===== src/logic/pcl_pkg.sv =====
// Constants and carrier types for the PHY configuration and indicator block.
// Assumes a 125 MHz device clock and 16-bit management register accesses.
package pcl_pkg;

    // Management register addresses
    localparam logic [4:0] ADDR_LINK_CTL  = 5'h19;
    localparam logic [4:0] ADDR_SB_CFG    = 5'h1a;
    localparam logic [4:0] ADDR_SA_LOW_LO = 5'h1b;
    localparam logic [4:0] ADDR_SA_LOW_HI = 5'h1c;
    localparam logic [4:0] ADDR_SA_HIGH   = 5'h1d;
    localparam logic [4:0] ADDR_IND_CFG   = 5'h1e;

    // link_control_bits fields
    localparam int LC_ANEG_RESTART = 10;
    localparam int LC_GIG_DIS      = 6;
    localparam int LC_LPLU         = 2;

    // sideband_bus_config fields
    localparam int SB_FREQ_HI    = 12;
    localparam int SB_FRAG       = 11;
    localparam int SB_APM        = 10;
    localparam int SB_PEC        = 9;
    localparam int SB_FREQ_LO    = 8;
    localparam int SB_ADDR_VALID = 7;
    localparam int SB_ADDR_LSB   = 0;

    // indicator_config fields; channel n starts at bit n*IND_STRIDE
    localparam int IND_RATE     = 15;
    localparam int IND_STRIDE   = 5;
    localparam int IND_MODE_LSB = 0;
    localparam int IND_POL      = 3;
    localparam int IND_BLINK    = 4;

    // Reset values and write masks
    localparam logic [15:0] LINK_CTL_RST = 16'h0000;
    localparam logic [15:0] SB_CFG_RST   = 16'h0200;
    localparam logic [15:0] SB_CFG_WMASK = 16'h1fff;
    localparam logic [15:0] IND_CFG_RST  = 16'h18f4;
    localparam logic [15:0] SA_HIGH_RST  = 16'h0000;
    localparam logic [31:0] SA_LOW_RST   = 32'h0000_0000;

    // Non-volatile memory words that hold the station address
    localparam logic [7:0] NVM_SA_W0 = 8'h00;
    localparam logic [7:0] NVM_SA_W1 = 8'h01;
    localparam logic [7:0] NVM_SA_W2 = 8'h02;

    // Blink timing
    localparam int CLK_KHZ        = 125000;
    localparam int BLINK_SLOW_MS  = 200;
    localparam int BLINK_FAST_MS  = 83;
    localparam int BLINK_SLOW_CYC = BLINK_SLOW_MS * CLK_KHZ;
    localparam int BLINK_FAST_CYC = BLINK_FAST_MS * CLK_KHZ;
    localparam int BLINK_CNT_W    = 25;

    typedef enum logic [1:0] {
        PCL_SPD_10   = 2'h0,
        PCL_SPD_100  = 2'h1,
        PCL_SPD_1000 = 2'h2
    } pcl_speed_t;

    typedef enum logic [1:0] {
        PCL_SMB_100K  = 2'h0,
        PCL_SMB_400K  = 2'h1,
        PCL_SMB_1000K = 2'h2,
        PCL_SMB_RSVD  = 2'h3
    } pcl_smb_freq_t;

    typedef enum logic [2:0] {
        PCL_IND_LINK_10_1000  = 3'h0,
        PCL_IND_LINK_100_1000 = 3'h1,
        PCL_IND_LINK_ANY      = 3'h2,
        PCL_IND_ACTIVITY      = 3'h3,
        PCL_IND_LINK_IDLE     = 3'h4,
        PCL_IND_LINK_10       = 3'h5,
        PCL_IND_LINK_100      = 3'h6,
        PCL_IND_LINK_1000     = 3'h7
    } pcl_ind_mode_t;

    typedef struct packed {
        logic        wr;
        logic        rd;
        logic [4:0]  addr;
        logic [15:0] wdata;
    } pcl_mgmt_req_t;

    typedef struct packed {
        logic        rvalid;
        logic [15:0] rdata;
    } pcl_mgmt_rsp_t;

    typedef struct packed {
        logic       up;
        pcl_speed_t speed;
        logic       activity;
    } pcl_link_st_t;

    typedef struct packed {
        logic        valid;
        logic [7:0]  word;
        logic [15:0] data;
    } pcl_nvm_wr_t;

    typedef struct packed {
        logic          frag_64;
        logic          pec_en;
        logic          apm_en;
        pcl_smb_freq_t freq;
        logic          addr_valid;
        logic [6:0]    target;
    } pcl_smb_cfg_t;

    typedef struct packed {
        logic [15:0]            link_ctl;
        logic [15:0]            sb_cfg;
        logic [31:0]            sa_low;
        logic [15:0]            sa_high;
        logic [15:0]            ind_cfg;
        logic [BLINK_CNT_W-1:0] blink_cnt;
        logic                   blink_phase;
        logic                   host_rst_n_q;
        logic                   rvalid;
        logic [15:0]            rdata;
        logic [2:0]             ind;
    } pcl_state_t;

endpackage


===== src/logic/pcl_regs.sv =====
// PHY configuration register bank with link, sideband bus and indicator control.
// Assumes all inputs are synchronous to mclk; arst_n is the power-on reset.
`timescale 1ns/1ps

// Operation
// - Restart bit starts negotiation, then self-clears
// - Gigabit disable bit forbids 1000 Mb/s
// - Gigabit disable zero at reset, set on fallback
// - Low-power bit brings link at lowest speed
// - Fragment bit selects 64 or 32 bytes
// - Two bits select 100/400/1000 kHz bus
// - PEC bit enables error checking, resets one
// - Seven-bit field is bus master target
// - Sideband config reset only at power-on
// - Low address from memory words 0, 1
// - High address from memory word 2
// - Blink 200 ms or 83 ms per rate
// - Polarity bit: zero low, one high
// - Three-bit mode field per indicator channel
// - Link modes select speeds shown
// - Activity mode: link up with traffic
// - Idle mode: link up without traffic
module pcl_regs #(
    parameter int BLINK_SLOW = pcl_pkg::BLINK_SLOW_CYC,
    parameter int BLINK_FAST = pcl_pkg::BLINK_FAST_CYC,
    parameter int N_IND      = 3
) (
    input  wire logic                   mclk,
    input  wire logic                   arst_n,
    input  wire logic                   phy_soft_reset,
    input  wire logic                   host_port_reset_n,
    input  wire pcl_pkg::pcl_mgmt_req_t mgmt_req,
    output      pcl_pkg::pcl_mgmt_rsp_t mgmt_rsp,
    input  wire pcl_pkg::pcl_nvm_wr_t   nvm_wr,
    input  wire pcl_pkg::pcl_link_st_t  link_st,
    output      logic                   aneg_restart,
    output      logic                   gigabit_disable,
    output      logic                   low_power_linkup,
    output      pcl_pkg::pcl_smb_cfg_t  smb_cfg,
    input  wire logic                   smb_txn_req,
    output      logic                   smb_txn_start,
    output      logic [N_IND-1:0]       ind_pin
);
    import pcl_pkg::*;

    localparam logic [BLINK_CNT_W-1:0] SLOW_LIM = BLINK_CNT_W'(BLINK_SLOW - 1);
    localparam logic [BLINK_CNT_W-1:0] FAST_LIM = BLINK_CNT_W'(BLINK_FAST - 1);

    pcl_state_t st_q;
    pcl_state_t st_d;
    logic [N_IND-1:0] ind_cond;

    // Condition that lights one channel, before blink and polarity
    function automatic logic ind_active(input logic [2:0] mode, input pcl_link_st_t ls);
        logic l10;
        logic l100;
        logic l1000;
        logic r;
        l10   = ls.up && (ls.speed == PCL_SPD_10);
        l100  = ls.up && (ls.speed == PCL_SPD_100);
        l1000 = ls.up && (ls.speed == PCL_SPD_1000);
        case (mode)
            PCL_IND_LINK_10_1000:  r = l10 || l1000;
            PCL_IND_LINK_100_1000: r = l100 || l1000;
            PCL_IND_LINK_ANY:      r = ls.up;
            PCL_IND_ACTIVITY:      r = ls.up && ls.activity;
            PCL_IND_LINK_IDLE:     r = ls.up && !ls.activity;
            PCL_IND_LINK_10:       r = l10;
            PCL_IND_LINK_100:      r = l100;
            PCL_IND_LINK_1000:     r = l1000;
            default:               r = 1'b0;
        endcase
        return r;
    endfunction

    genvar gi;
    generate
        for (gi = 0; gi < N_IND; gi++) begin : g_ind
            // Mode field of channel gi
            assign ind_cond[gi] = ind_active(
                st_q.ind_cfg[gi*IND_STRIDE+IND_MODE_LSB +: 3], link_st);
        end
    endgenerate

    always_comb begin
        logic [BLINK_CNT_W-1:0] lim;
        logic [15:0]            rd;
        logic                   on;
        st_d = st_q;
        lim  = '0;
        rd   = 16'h0000;
        on   = 1'b0;

        // Restart bit lives one cycle; a fresh write below wins the same cycle
        st_d.link_ctl[LC_ANEG_RESTART] = 1'b0;

        if (phy_soft_reset) begin
            // Sideband config deliberately untouched here
            st_d.link_ctl = LINK_CTL_RST;
            st_d.ind_cfg  = IND_CFG_RST;
        end

        if (mgmt_req.wr) begin
            case (mgmt_req.addr)
                ADDR_LINK_CTL:  st_d.link_ctl = mgmt_req.wdata;
                ADDR_SB_CFG:    st_d.sb_cfg = mgmt_req.wdata & SB_CFG_WMASK;
                ADDR_SA_LOW_LO: st_d.sa_low[15:0] = mgmt_req.wdata;
                ADDR_SA_LOW_HI: st_d.sa_low[31:16] = mgmt_req.wdata;
                ADDR_SA_HIGH:   st_d.sa_high = mgmt_req.wdata;
                ADDR_IND_CFG:   st_d.ind_cfg = mgmt_req.wdata;
                default:        st_d.rvalid = st_d.rvalid;
            endcase
        end

        // Memory loader overrides a management write to the same half word
        if (nvm_wr.valid) begin
            case (nvm_wr.word)
                NVM_SA_W0: st_d.sa_low[15:0] = nvm_wr.data;
                NVM_SA_W1: st_d.sa_low[31:16] = nvm_wr.data;
                NVM_SA_W2: st_d.sa_high = nvm_wr.data;
                default:   st_d.sa_high = st_d.sa_high;
            endcase
        end

        // Fallback to the sideband path forces gigabit off, over any write
        st_d.host_rst_n_q = host_port_reset_n;
        if (st_q.host_rst_n_q && !host_port_reset_n) begin
            st_d.link_ctl[LC_GIG_DIS] = 1'b1;
        end

        case (mgmt_req.addr)
            ADDR_LINK_CTL:  rd = st_q.link_ctl;
            ADDR_SB_CFG:    rd = st_q.sb_cfg;
            ADDR_SA_LOW_LO: rd = st_q.sa_low[15:0];
            ADDR_SA_LOW_HI: rd = st_q.sa_low[31:16];
            ADDR_SA_HIGH:   rd = st_q.sa_high;
            ADDR_IND_CFG:   rd = st_q.ind_cfg;
            default:        rd = 16'h0000;
        endcase
        st_d.rvalid = mgmt_req.rd;
        if (mgmt_req.rd) begin
            st_d.rdata = rd;
        end

        // Shared blink timebase; a rate change takes effect at the next compare
        lim = st_q.ind_cfg[IND_RATE] ? FAST_LIM : SLOW_LIM;
        if (st_q.blink_cnt >= lim) begin
            st_d.blink_cnt   = '0;
            st_d.blink_phase = !st_q.blink_phase;
        end else begin
            st_d.blink_cnt = st_q.blink_cnt + 1'b1;
        end

        for (int i = 0; i < N_IND; i++) begin
            on = ind_cond[i];
            if (st_q.ind_cfg[i*IND_STRIDE+IND_BLINK]) begin
                on = on && st_q.blink_phase;
            end
            // Polarity zero drives the pin low when lit
            st_d.ind[i] = st_q.ind_cfg[i*IND_STRIDE+IND_POL] ? on : !on;
        end
    end

    always_ff @(posedge mclk or negedge arst_n) begin
        if (!arst_n) begin
            st_q.link_ctl     <= LINK_CTL_RST;
            st_q.sb_cfg       <= SB_CFG_RST;
            st_q.sa_low       <= SA_LOW_RST;
            st_q.sa_high      <= SA_HIGH_RST;
            st_q.ind_cfg      <= IND_CFG_RST;
            st_q.blink_cnt    <= '0;
            st_q.blink_phase  <= 1'b0;
            st_q.host_rst_n_q <= 1'b1;
            st_q.rvalid       <= 1'b0;
            st_q.rdata        <= 16'h0000;
            st_q.ind          <= 3'h7;
        end else begin
            st_q <= st_d;
        end
    end

    assign mgmt_rsp.rvalid  = st_q.rvalid;
    assign mgmt_rsp.rdata   = st_q.rdata;
    assign aneg_restart     = st_q.link_ctl[LC_ANEG_RESTART];
    assign gigabit_disable  = st_q.link_ctl[LC_GIG_DIS];
    assign low_power_linkup = st_q.link_ctl[LC_LPLU];

    assign smb_cfg.frag_64    = st_q.sb_cfg[SB_FRAG];
    assign smb_cfg.pec_en     = st_q.sb_cfg[SB_PEC];
    assign smb_cfg.apm_en     = st_q.sb_cfg[SB_APM];
    assign smb_cfg.freq       = pcl_smb_freq_t'({st_q.sb_cfg[SB_FREQ_HI],
                                                 st_q.sb_cfg[SB_FREQ_LO]});
    assign smb_cfg.addr_valid = st_q.sb_cfg[SB_ADDR_VALID];
    assign smb_cfg.target     = st_q.sb_cfg[SB_ADDR_LSB +: 7];

    // Master requests are held off until the partner address is declared valid
    assign smb_txn_start = smb_txn_req && st_q.sb_cfg[SB_ADDR_VALID];

    assign ind_pin = st_q.ind[N_IND-1:0];

endmodule


===== config.mk =====
export PLATFORM = sky130hd
export DESIGN_NAME = pcl_regs
export DESIGN_NICKNAME = d
export VERILOG_FILES = /design/src/logic/pcl_pkg.sv /design/src/logic/pcl_regs.sv
export SDC_FILE = /design/constraint.sdc
export NUM_CORES = 1
export LEC_CHECK = 0
export BUFFER_PORTS_ARGS = -buffer_cell sky130_fd_sc_hd__buf_2
export CORE_ASPECT_RATIO = 0.75
export CORE_MARGIN = 2
export CORE_UTILIZATION = 40
export DETAILED_ROUTE_END_ITERATION = 16
export SLEW_MARGIN = 20
export SYNTH_ARGS = -nofsm -noshare
export SYNTH_HDL_FRONTEND = slang
export SYNTH_SLANG_ARGS = --single-unit

===== constraint.sdc =====
create_clock -name mclk -period 2.7 [get_ports mclk]
set_clock_uncertainty 0.1 [all_clocks]
set_input_delay 0.405 -clock mclk [delete_from_list [all_inputs] [get_ports mclk]]
set_output_delay 0.405 -clock mclk [all_outputs]
set_load 0.1 [all_outputs]

==> impl_metrics.env, run 1 <==
export IMPL_outcome="complete, no violations"
export IMPL_vdd_drop_max_mv=0.309
export IMPL_die_w_microns=161
export IMPL_syn_instance_count=748
export IMPL_num_vias=5802
export IMPL_cp_start_kind="flip-flop"
export IMPL_cts_tree="yes"
export IMPL_place_congestion=0.830
export IMPL_crit_type="flip-flop to flip-flop"
export IMPL_cts_buffer_depth=2
export IMPL_hold_ws_ns=0.126
export IMPL_path_clk_slew_ns=0.07
export IMPL_dp_cells=1040
export IMPL_die_y_microns=122
export IMPL_cts_buffers=17
export IMPL_antenna_found_initial=0
export IMPL_syn_area_sq_um=7390
export IMPL_min_period_ns=2.22
export IMPL_fill_cells=1738
export IMPL_yosysTopAreaCellShare=0.433
export IMPL_nNetsFinal=886
export IMPL_die_area_sq_um=19600
export IMPL_coreArea_sq_um=18300
export IMPL_rows=43
export IMPL_dr_pass1_iters=5
export IMPL_ys_ff_latch=140
export IMPL_fin_crit_sh=0.821
export IMPL_worstPathMaxFanout=19
export IMPL_via_per_inst=5.40
export IMPL_multi_input_area_sq_um=3430
export IMPL_hold_class="primary input to flip-flop"
export IMPL_io_pins=94
export IMPL_insertion_delay_ns=0.42
export IMPL_end_kind="flip-flop"
export IMPL_synth_cell_types=58
export IMPL_grt_max_degree=54
export IMPL_synth_ff_type="dfrtp_1"
export IMPL_ys_warn_count=0
export IMPL_critPathRequiredTime_ns=2.90
export IMPL_maxCapViolations=0
export IMPL_relSlewSlack=0.532
export IMPL_grt_pass1_vias=5546
export IMPL_slew_violations=0
export IMPL_syn_avg_cell_area_sq_um=9.89
export IMPL_drc=0
export IMPL_synth_edff_count=0
export IMPL_h_tree_depth=4
export IMPL_synth_common_cells="dfrtp_1, nand2_1, nor2_1"
export IMPL_seq_area_frac_synth=0.476
export IMPL_layout_cells_non_filler=1074
export IMPL_layout_drive_gt1_share=0.210
export IMPL_cts_sinks=140
export IMPL_area_growth_pct=15.9
export IMPL_report_final_hold_viol_count=0
export IMPL_synth_nets=820
export IMPL_synth_largest_area_cell="dfrtp_1"
export IMPL_drt_iter0_markers=548
export IMPL_initial_core_util=0.404
export IMPL_final_cell_area_sq_um=8570
export IMPL_synthTopCellsByArea="dfrtp_1, mux2i_1, nand2_1"
export IMPL_antenna_cells=0
export IMPL_clockRootBuffer="clkbuf_16"
export IMPL_setup_violations=0
export IMPL_grtUsageTotal=0.210
export IMPL_synthMostInstantiatedCell="dfrtp_1"
export IMPL_overflow=0
export IMPL_ys_async_sr_fraction=1.00
export IMPL_worst_slew_pin_slew_ns=0.696
export IMPL_grt_pass1_wl_mm=31.7
export IMPL_maxClockFrequency_ghz=0.451
export IMPL_finalSetupTns_ns=0
export IMPL_placed_area_sq_um=7960
export IMPL_crit_arrival_ns=2.42
export IMPL_port_buffers=93
export IMPL_power_leakage_nw=4.08
export IMPL_seq_area_sq_um=3520
export IMPL_antenna_left=0
export IMPL_final_util=0.469
export IMPL_hpwl_mm=14.0
export IMPL_cts_resized=0
export IMPL_grt_setup_unrepaired="no"
export IMPL_wirelength_mm=19.7
export IMPL_wl_per_cell_microns=18.4
export IMPL_powerDensity_nw_per_um2=678
kinds of logic after synthesis:
group | after synthesis | share of synthesized area
muxes | 63 | 0.0875
adders and majority gates | 15 | 0.0254
buffers and inverters | 79 | 0.0611
and+or+nand+nor | 277 | 0.185
AOI/OAI and AO/OA | 144 | 0.129
DFF | 140 | 0.476
xor gates and xnor gates | 30 | 0.0355
worst max-delay path, cell delays in order, from the launching register on:
cell and delay [ns]:
dfrtp_1 0.38, buf_4 0.18, ha_1 0.34, nand3_1 0.08, nor3_1 0.32, nand3_1 0.14
o211ai_2 0.21, buf_4 0.27, nor2_1 0.08
cell usage in the layout (no fill, tap or decap), types with 13 or more instances in the layout:
master     count
buf_4         21
nand2_1       93
nand3b_1      28
a22oi_1       42
mux2i_1       50
o21ai_1       16
xor2_1        24
a21oi_1       42
dfrtp_1      128
clkbuf_16     17
buf_2         92
ha_1          15
nand4_1       13
nor2_1        86
a41oi_1       13
nand3_1       17
report_power, final:
part           internal, mW  total, mW  switching, mW
Clock                  1.24       2.31           1.07
Combinational         0.263       1.00          0.737
Sequential             2.34       2.50          0.164
Total                  3.84       5.81           1.97
path summary, 6_finish.rpt:
kind	slack, ns	startpoint	depth (start not counted)	endpoint
max	0.48	st_q[62]	8	st_q[30]
min	0.13	nvm_wr[2]	3	st_q[81]
max reg2reg	0.48	st_q[62]	8	st_q[30]
min reg2reg	0.38	st_q[22]	1	st_q[22]
max in group asynchronous	1.40	arst_n	3	ind_pin[0]
min in group asynchronous	0.40	arst_n	2	st_q[42]
layout make-up:
cell class | count | area share
clock inverters | 15 | 0.0197
clock buffers | 17 | 0.0496
flip-flops and latches | 140 | 0.410
multi-input cells | 529 | 0.400
repair buffers | 118 | 0.0804
well taps | 247 | 0.0361
inverters | 8 | 0.00350
per-layer routing:
| layer | track usage | part of all wire | vias up |
|---|---|---|---|
| li1 | - | - | 2779 |
| met1 | 0.328 | 0.51 | 2830 |
| met2 | 0.297 | 0.42 | 180 |
| met3 | 0.0398 | 0.060 | 13 |
| met4 | 0.0530 | 0.010 | 0 |
| met5 | 0 | 0 | - |
state kept, by name, indices dropped and copies added, names as in the netlist:
| signal | cells |
|---|---|
| st_q | 104 |
| mgmt_rsp | 17 |
| smb_cfg | 13 |
| ind_pin | 3 |
| aneg_restart | 1 |
| gigabit_disable | 1 |
| low_power_linkup | 1 |
repair_timing:
item,CTS,global route
hold endpoints to repair,44,0
hold buffers,2,0
buffers inserted,0,0
per-stage QoR:
step | setup slack (ns) | power, mW
detailed placement | 0.473 | 3.54
CTS | 0.463 | 5.86
finish | 0.484 | 5.81
global placement | 0.510 | 3.52
floorplan | 0.372 | 3.30
global route | 0.295 | 6.05
Note: power is estimated with default switching activity, not from simulation.
==> run 2, diff against run 1 <==
==> constraint.sdc (replaced) <==
create_clock -name mclk -period 2.1 [get_ports mclk]
set_clock_uncertainty 0.1 [all_clocks]
set_input_delay 0.315 -clock mclk [delete_from_list [all_inputs] [get_ports mclk]]
set_output_delay 0.315 -clock mclk [all_outputs]
set_load 0.1 [all_outputs]
==> run 2 against run 1 <==
  * First-iteration DRC count decreased by 41%
  * Non-clock buffer count up 19
  * Sequential share of layout area decreased by 2.6 points
  * Flip-flop and latch count unchanged
  * Final cell count rose by 1.8%
  * Critical path type unchanged
  * Highest routed layer unchanged
==> impl_metrics.env, run 2 (synthesized netlist as in run 1, its figures left out) <==
export IMPL_grtUsageMet1=0.320
export IMPL_coreArea_sq_um=18300
export IMPL_crit_type="flip-flop to flip-flop"
export IMPL_relSlewSlack=0.621
export IMPL_final_common_cell="dfrtp_1"
export IMPL_dr_pass1_iters=4
export IMPL_rows=43
export IMPL_grt_use_met2=0.299
export IMPL_fin_ws_ns=0.00962
export IMPL_final_util=0.500
export IMPL_io_pins=94
export IMPL_clockRootBuffer="clkbuf_16"
export IMPL_area_growth_pct=23.7
export IMPL_antenna_left=0
export IMPL_maxClockFrequency_ghz=0.478
export IMPL_largest_register="st_q"
export IMPL_setup_violations=0
export IMPL_layout_cells_non_filler=1093
export IMPL_path_buf_inv=4
export IMPL_cts_buffer_depth=2
export IMPL_dp_cells=1056
export IMPL_crit_top_cell="buf_12"
export IMPL_wirelength_mm=19.5
export IMPL_outcome="complete, no violations"
export IMPL_grt_busiest_layer="met1"
export IMPL_path_clk_slew_ns=0.07
export IMPL_critPathRequiredTime_ns=2.32
export IMPL_fin_crit_sh=0.995
export IMPL_antenna_cells=0
export IMPL_final_cell_area_sq_um=9150
export IMPL_worst_slew_pin_slew_ns=0.567
export IMPL_num_vias=5816
export IMPL_cp_start_kind="flip-flop"
export IMPL_place_congestion=0.826
export IMPL_report_final_hold_viol_count=0
export IMPL_grt_setup_unrepaired="yes"
export IMPL_powerDensity_nw_per_um2=817
export IMPL_finalPower_mw=7.47
export IMPL_crit_arrival_ns=2.31
export IMPL_via_per_inst=5.32
export IMPL_cts_tree="yes"
export IMPL_port_buffers=93
export IMPL_drc=0
export IMPL_hold_ws_ns=0.0250
export IMPL_die_area_sq_um=19600
export IMPL_cpPeakStageDelay_ns=0.45
export IMPL_placed_area_sq_um=8180
export IMPL_h_tree_depth=4
export IMPL_wl_per_cell_microns=17.8
export IMPL_layout_drive_gt1_share=0.280
export IMPL_finalSetupTns_ns=0
export IMPL_dp_slack_ns=-0.121
export IMPL_hpwl_mm=13.6
export IMPL_insertion_delay_ns=0.43
export IMPL_layout_common_cells="dfrtp_1, buf_2, nand2_1"
export IMPL_die_w_microns=161
export IMPL_drt_iter0_markers=323
export IMPL_vdd_drop_max_mv=0.528
export IMPL_maxCapViolations=0
export IMPL_grt_pass1_wl_mm=31.5
export IMPL_die_y_microns=122
export IMPL_nNetsFinal=905
export IMPL_power_leakage_nw=4.19
export IMPL_antenna_found_initial=0
export IMPL_grt_pass1_vias=5642
export IMPL_end_kind="flip-flop"
export IMPL_largest_register_ffs=104
export IMPL_hold_class="primary input to flip-flop"
export IMPL_overflow=0
export IMPL_grt_met3_usage=0.0402
export IMPL_crit_chain="buf_12, ha_4, nand3_2, nor3_2, buf_4, o311ai_4, o211ai_4, buf_12, buf_12, nor2_4"
export IMPL_critPathSlowestCell="dfrtp_2"
export IMPL_critPathTopFamily="buffers and inverters"
export IMPL_cts_sinks=140
export IMPL_slew_violations=0
export IMPL_worstPathMaxFanout=8
export IMPL_cts_buffers=17
export IMPL_min_period_ns=2.09
export IMPL_grtUsageTotal=0.208
export IMPL_initial_core_util=0.404
export IMPL_grt_max_degree=62
==> run 2: repair_timing <==
action | 4_1_cts | 5_1_grt
buffers inserted | 0 | 3
resized for setup | 11 | 51
pin swaps | 5 | 24
endpoints found under the hold margin | 36 | 0
hold buffers | 2 | 0
setup endpoints to repair | 25 | 25
==> run 2: cell type report <==
cell class	instances	area (sq um)
Clock buffer	17	425
Clock inverter	15	160
Fill cell	1717	9150
Inverter	8	32.5
Multi-Input combinational cell	529	3750
Sequential cell	140	3520
Tap cell	247	309
Timing Repair Buffer	137	951
==> run 2: worst paths after layout <==
path / startpoint / endpoint / depth (start not counted) / slack, ns
setup reg to reg: st_q[62] / st_q[39] / 10 / 0.01
min in group asynchronous: arst_n / st_q[65] / 2 / 0.26
hold / removal: nvm_wr[9] / st_q[88] / 3 / 0.03
setup / recovery: st_q[62] / st_q[39] / 10 / 0.01
hold reg to reg: st_q[22] / st_q[22] / 1 / 0.39
max in group asynchronous: arst_n / ind_pin[2] / 3 / 0.96
==> run 2: routing by layer <==
metal | vias to the layer above | routed length, microns
met2 | 145 | 8450
met3 | 21 | 983
met5 | - | 0
li1 | 2821 | -
met1 | 2829 | 9850
met4 | 0 | 221
==> run 2: power breakdown <==
group	leakage, nW	switching [mW]	internal [mW]
logic	2.11	0.946	0.346
registers	1.79	0.202	3.00
clock network	0.287	1.37	1.60
total	4.19	2.52	4.95
==> run 2: worst reg2reg max path, stage by stage, from the launching register on <==
cell and delay (ns):
dfrtp_2 0.45, buf_12 0.17, ha_4 0.28, nand3_2 0.07
nor3_2 0.21, buf_4 0.16, o311ai_4 0.09, o211ai_4 0.10
buf_12 0.16, buf_12 0.15, nor2_4 0.04
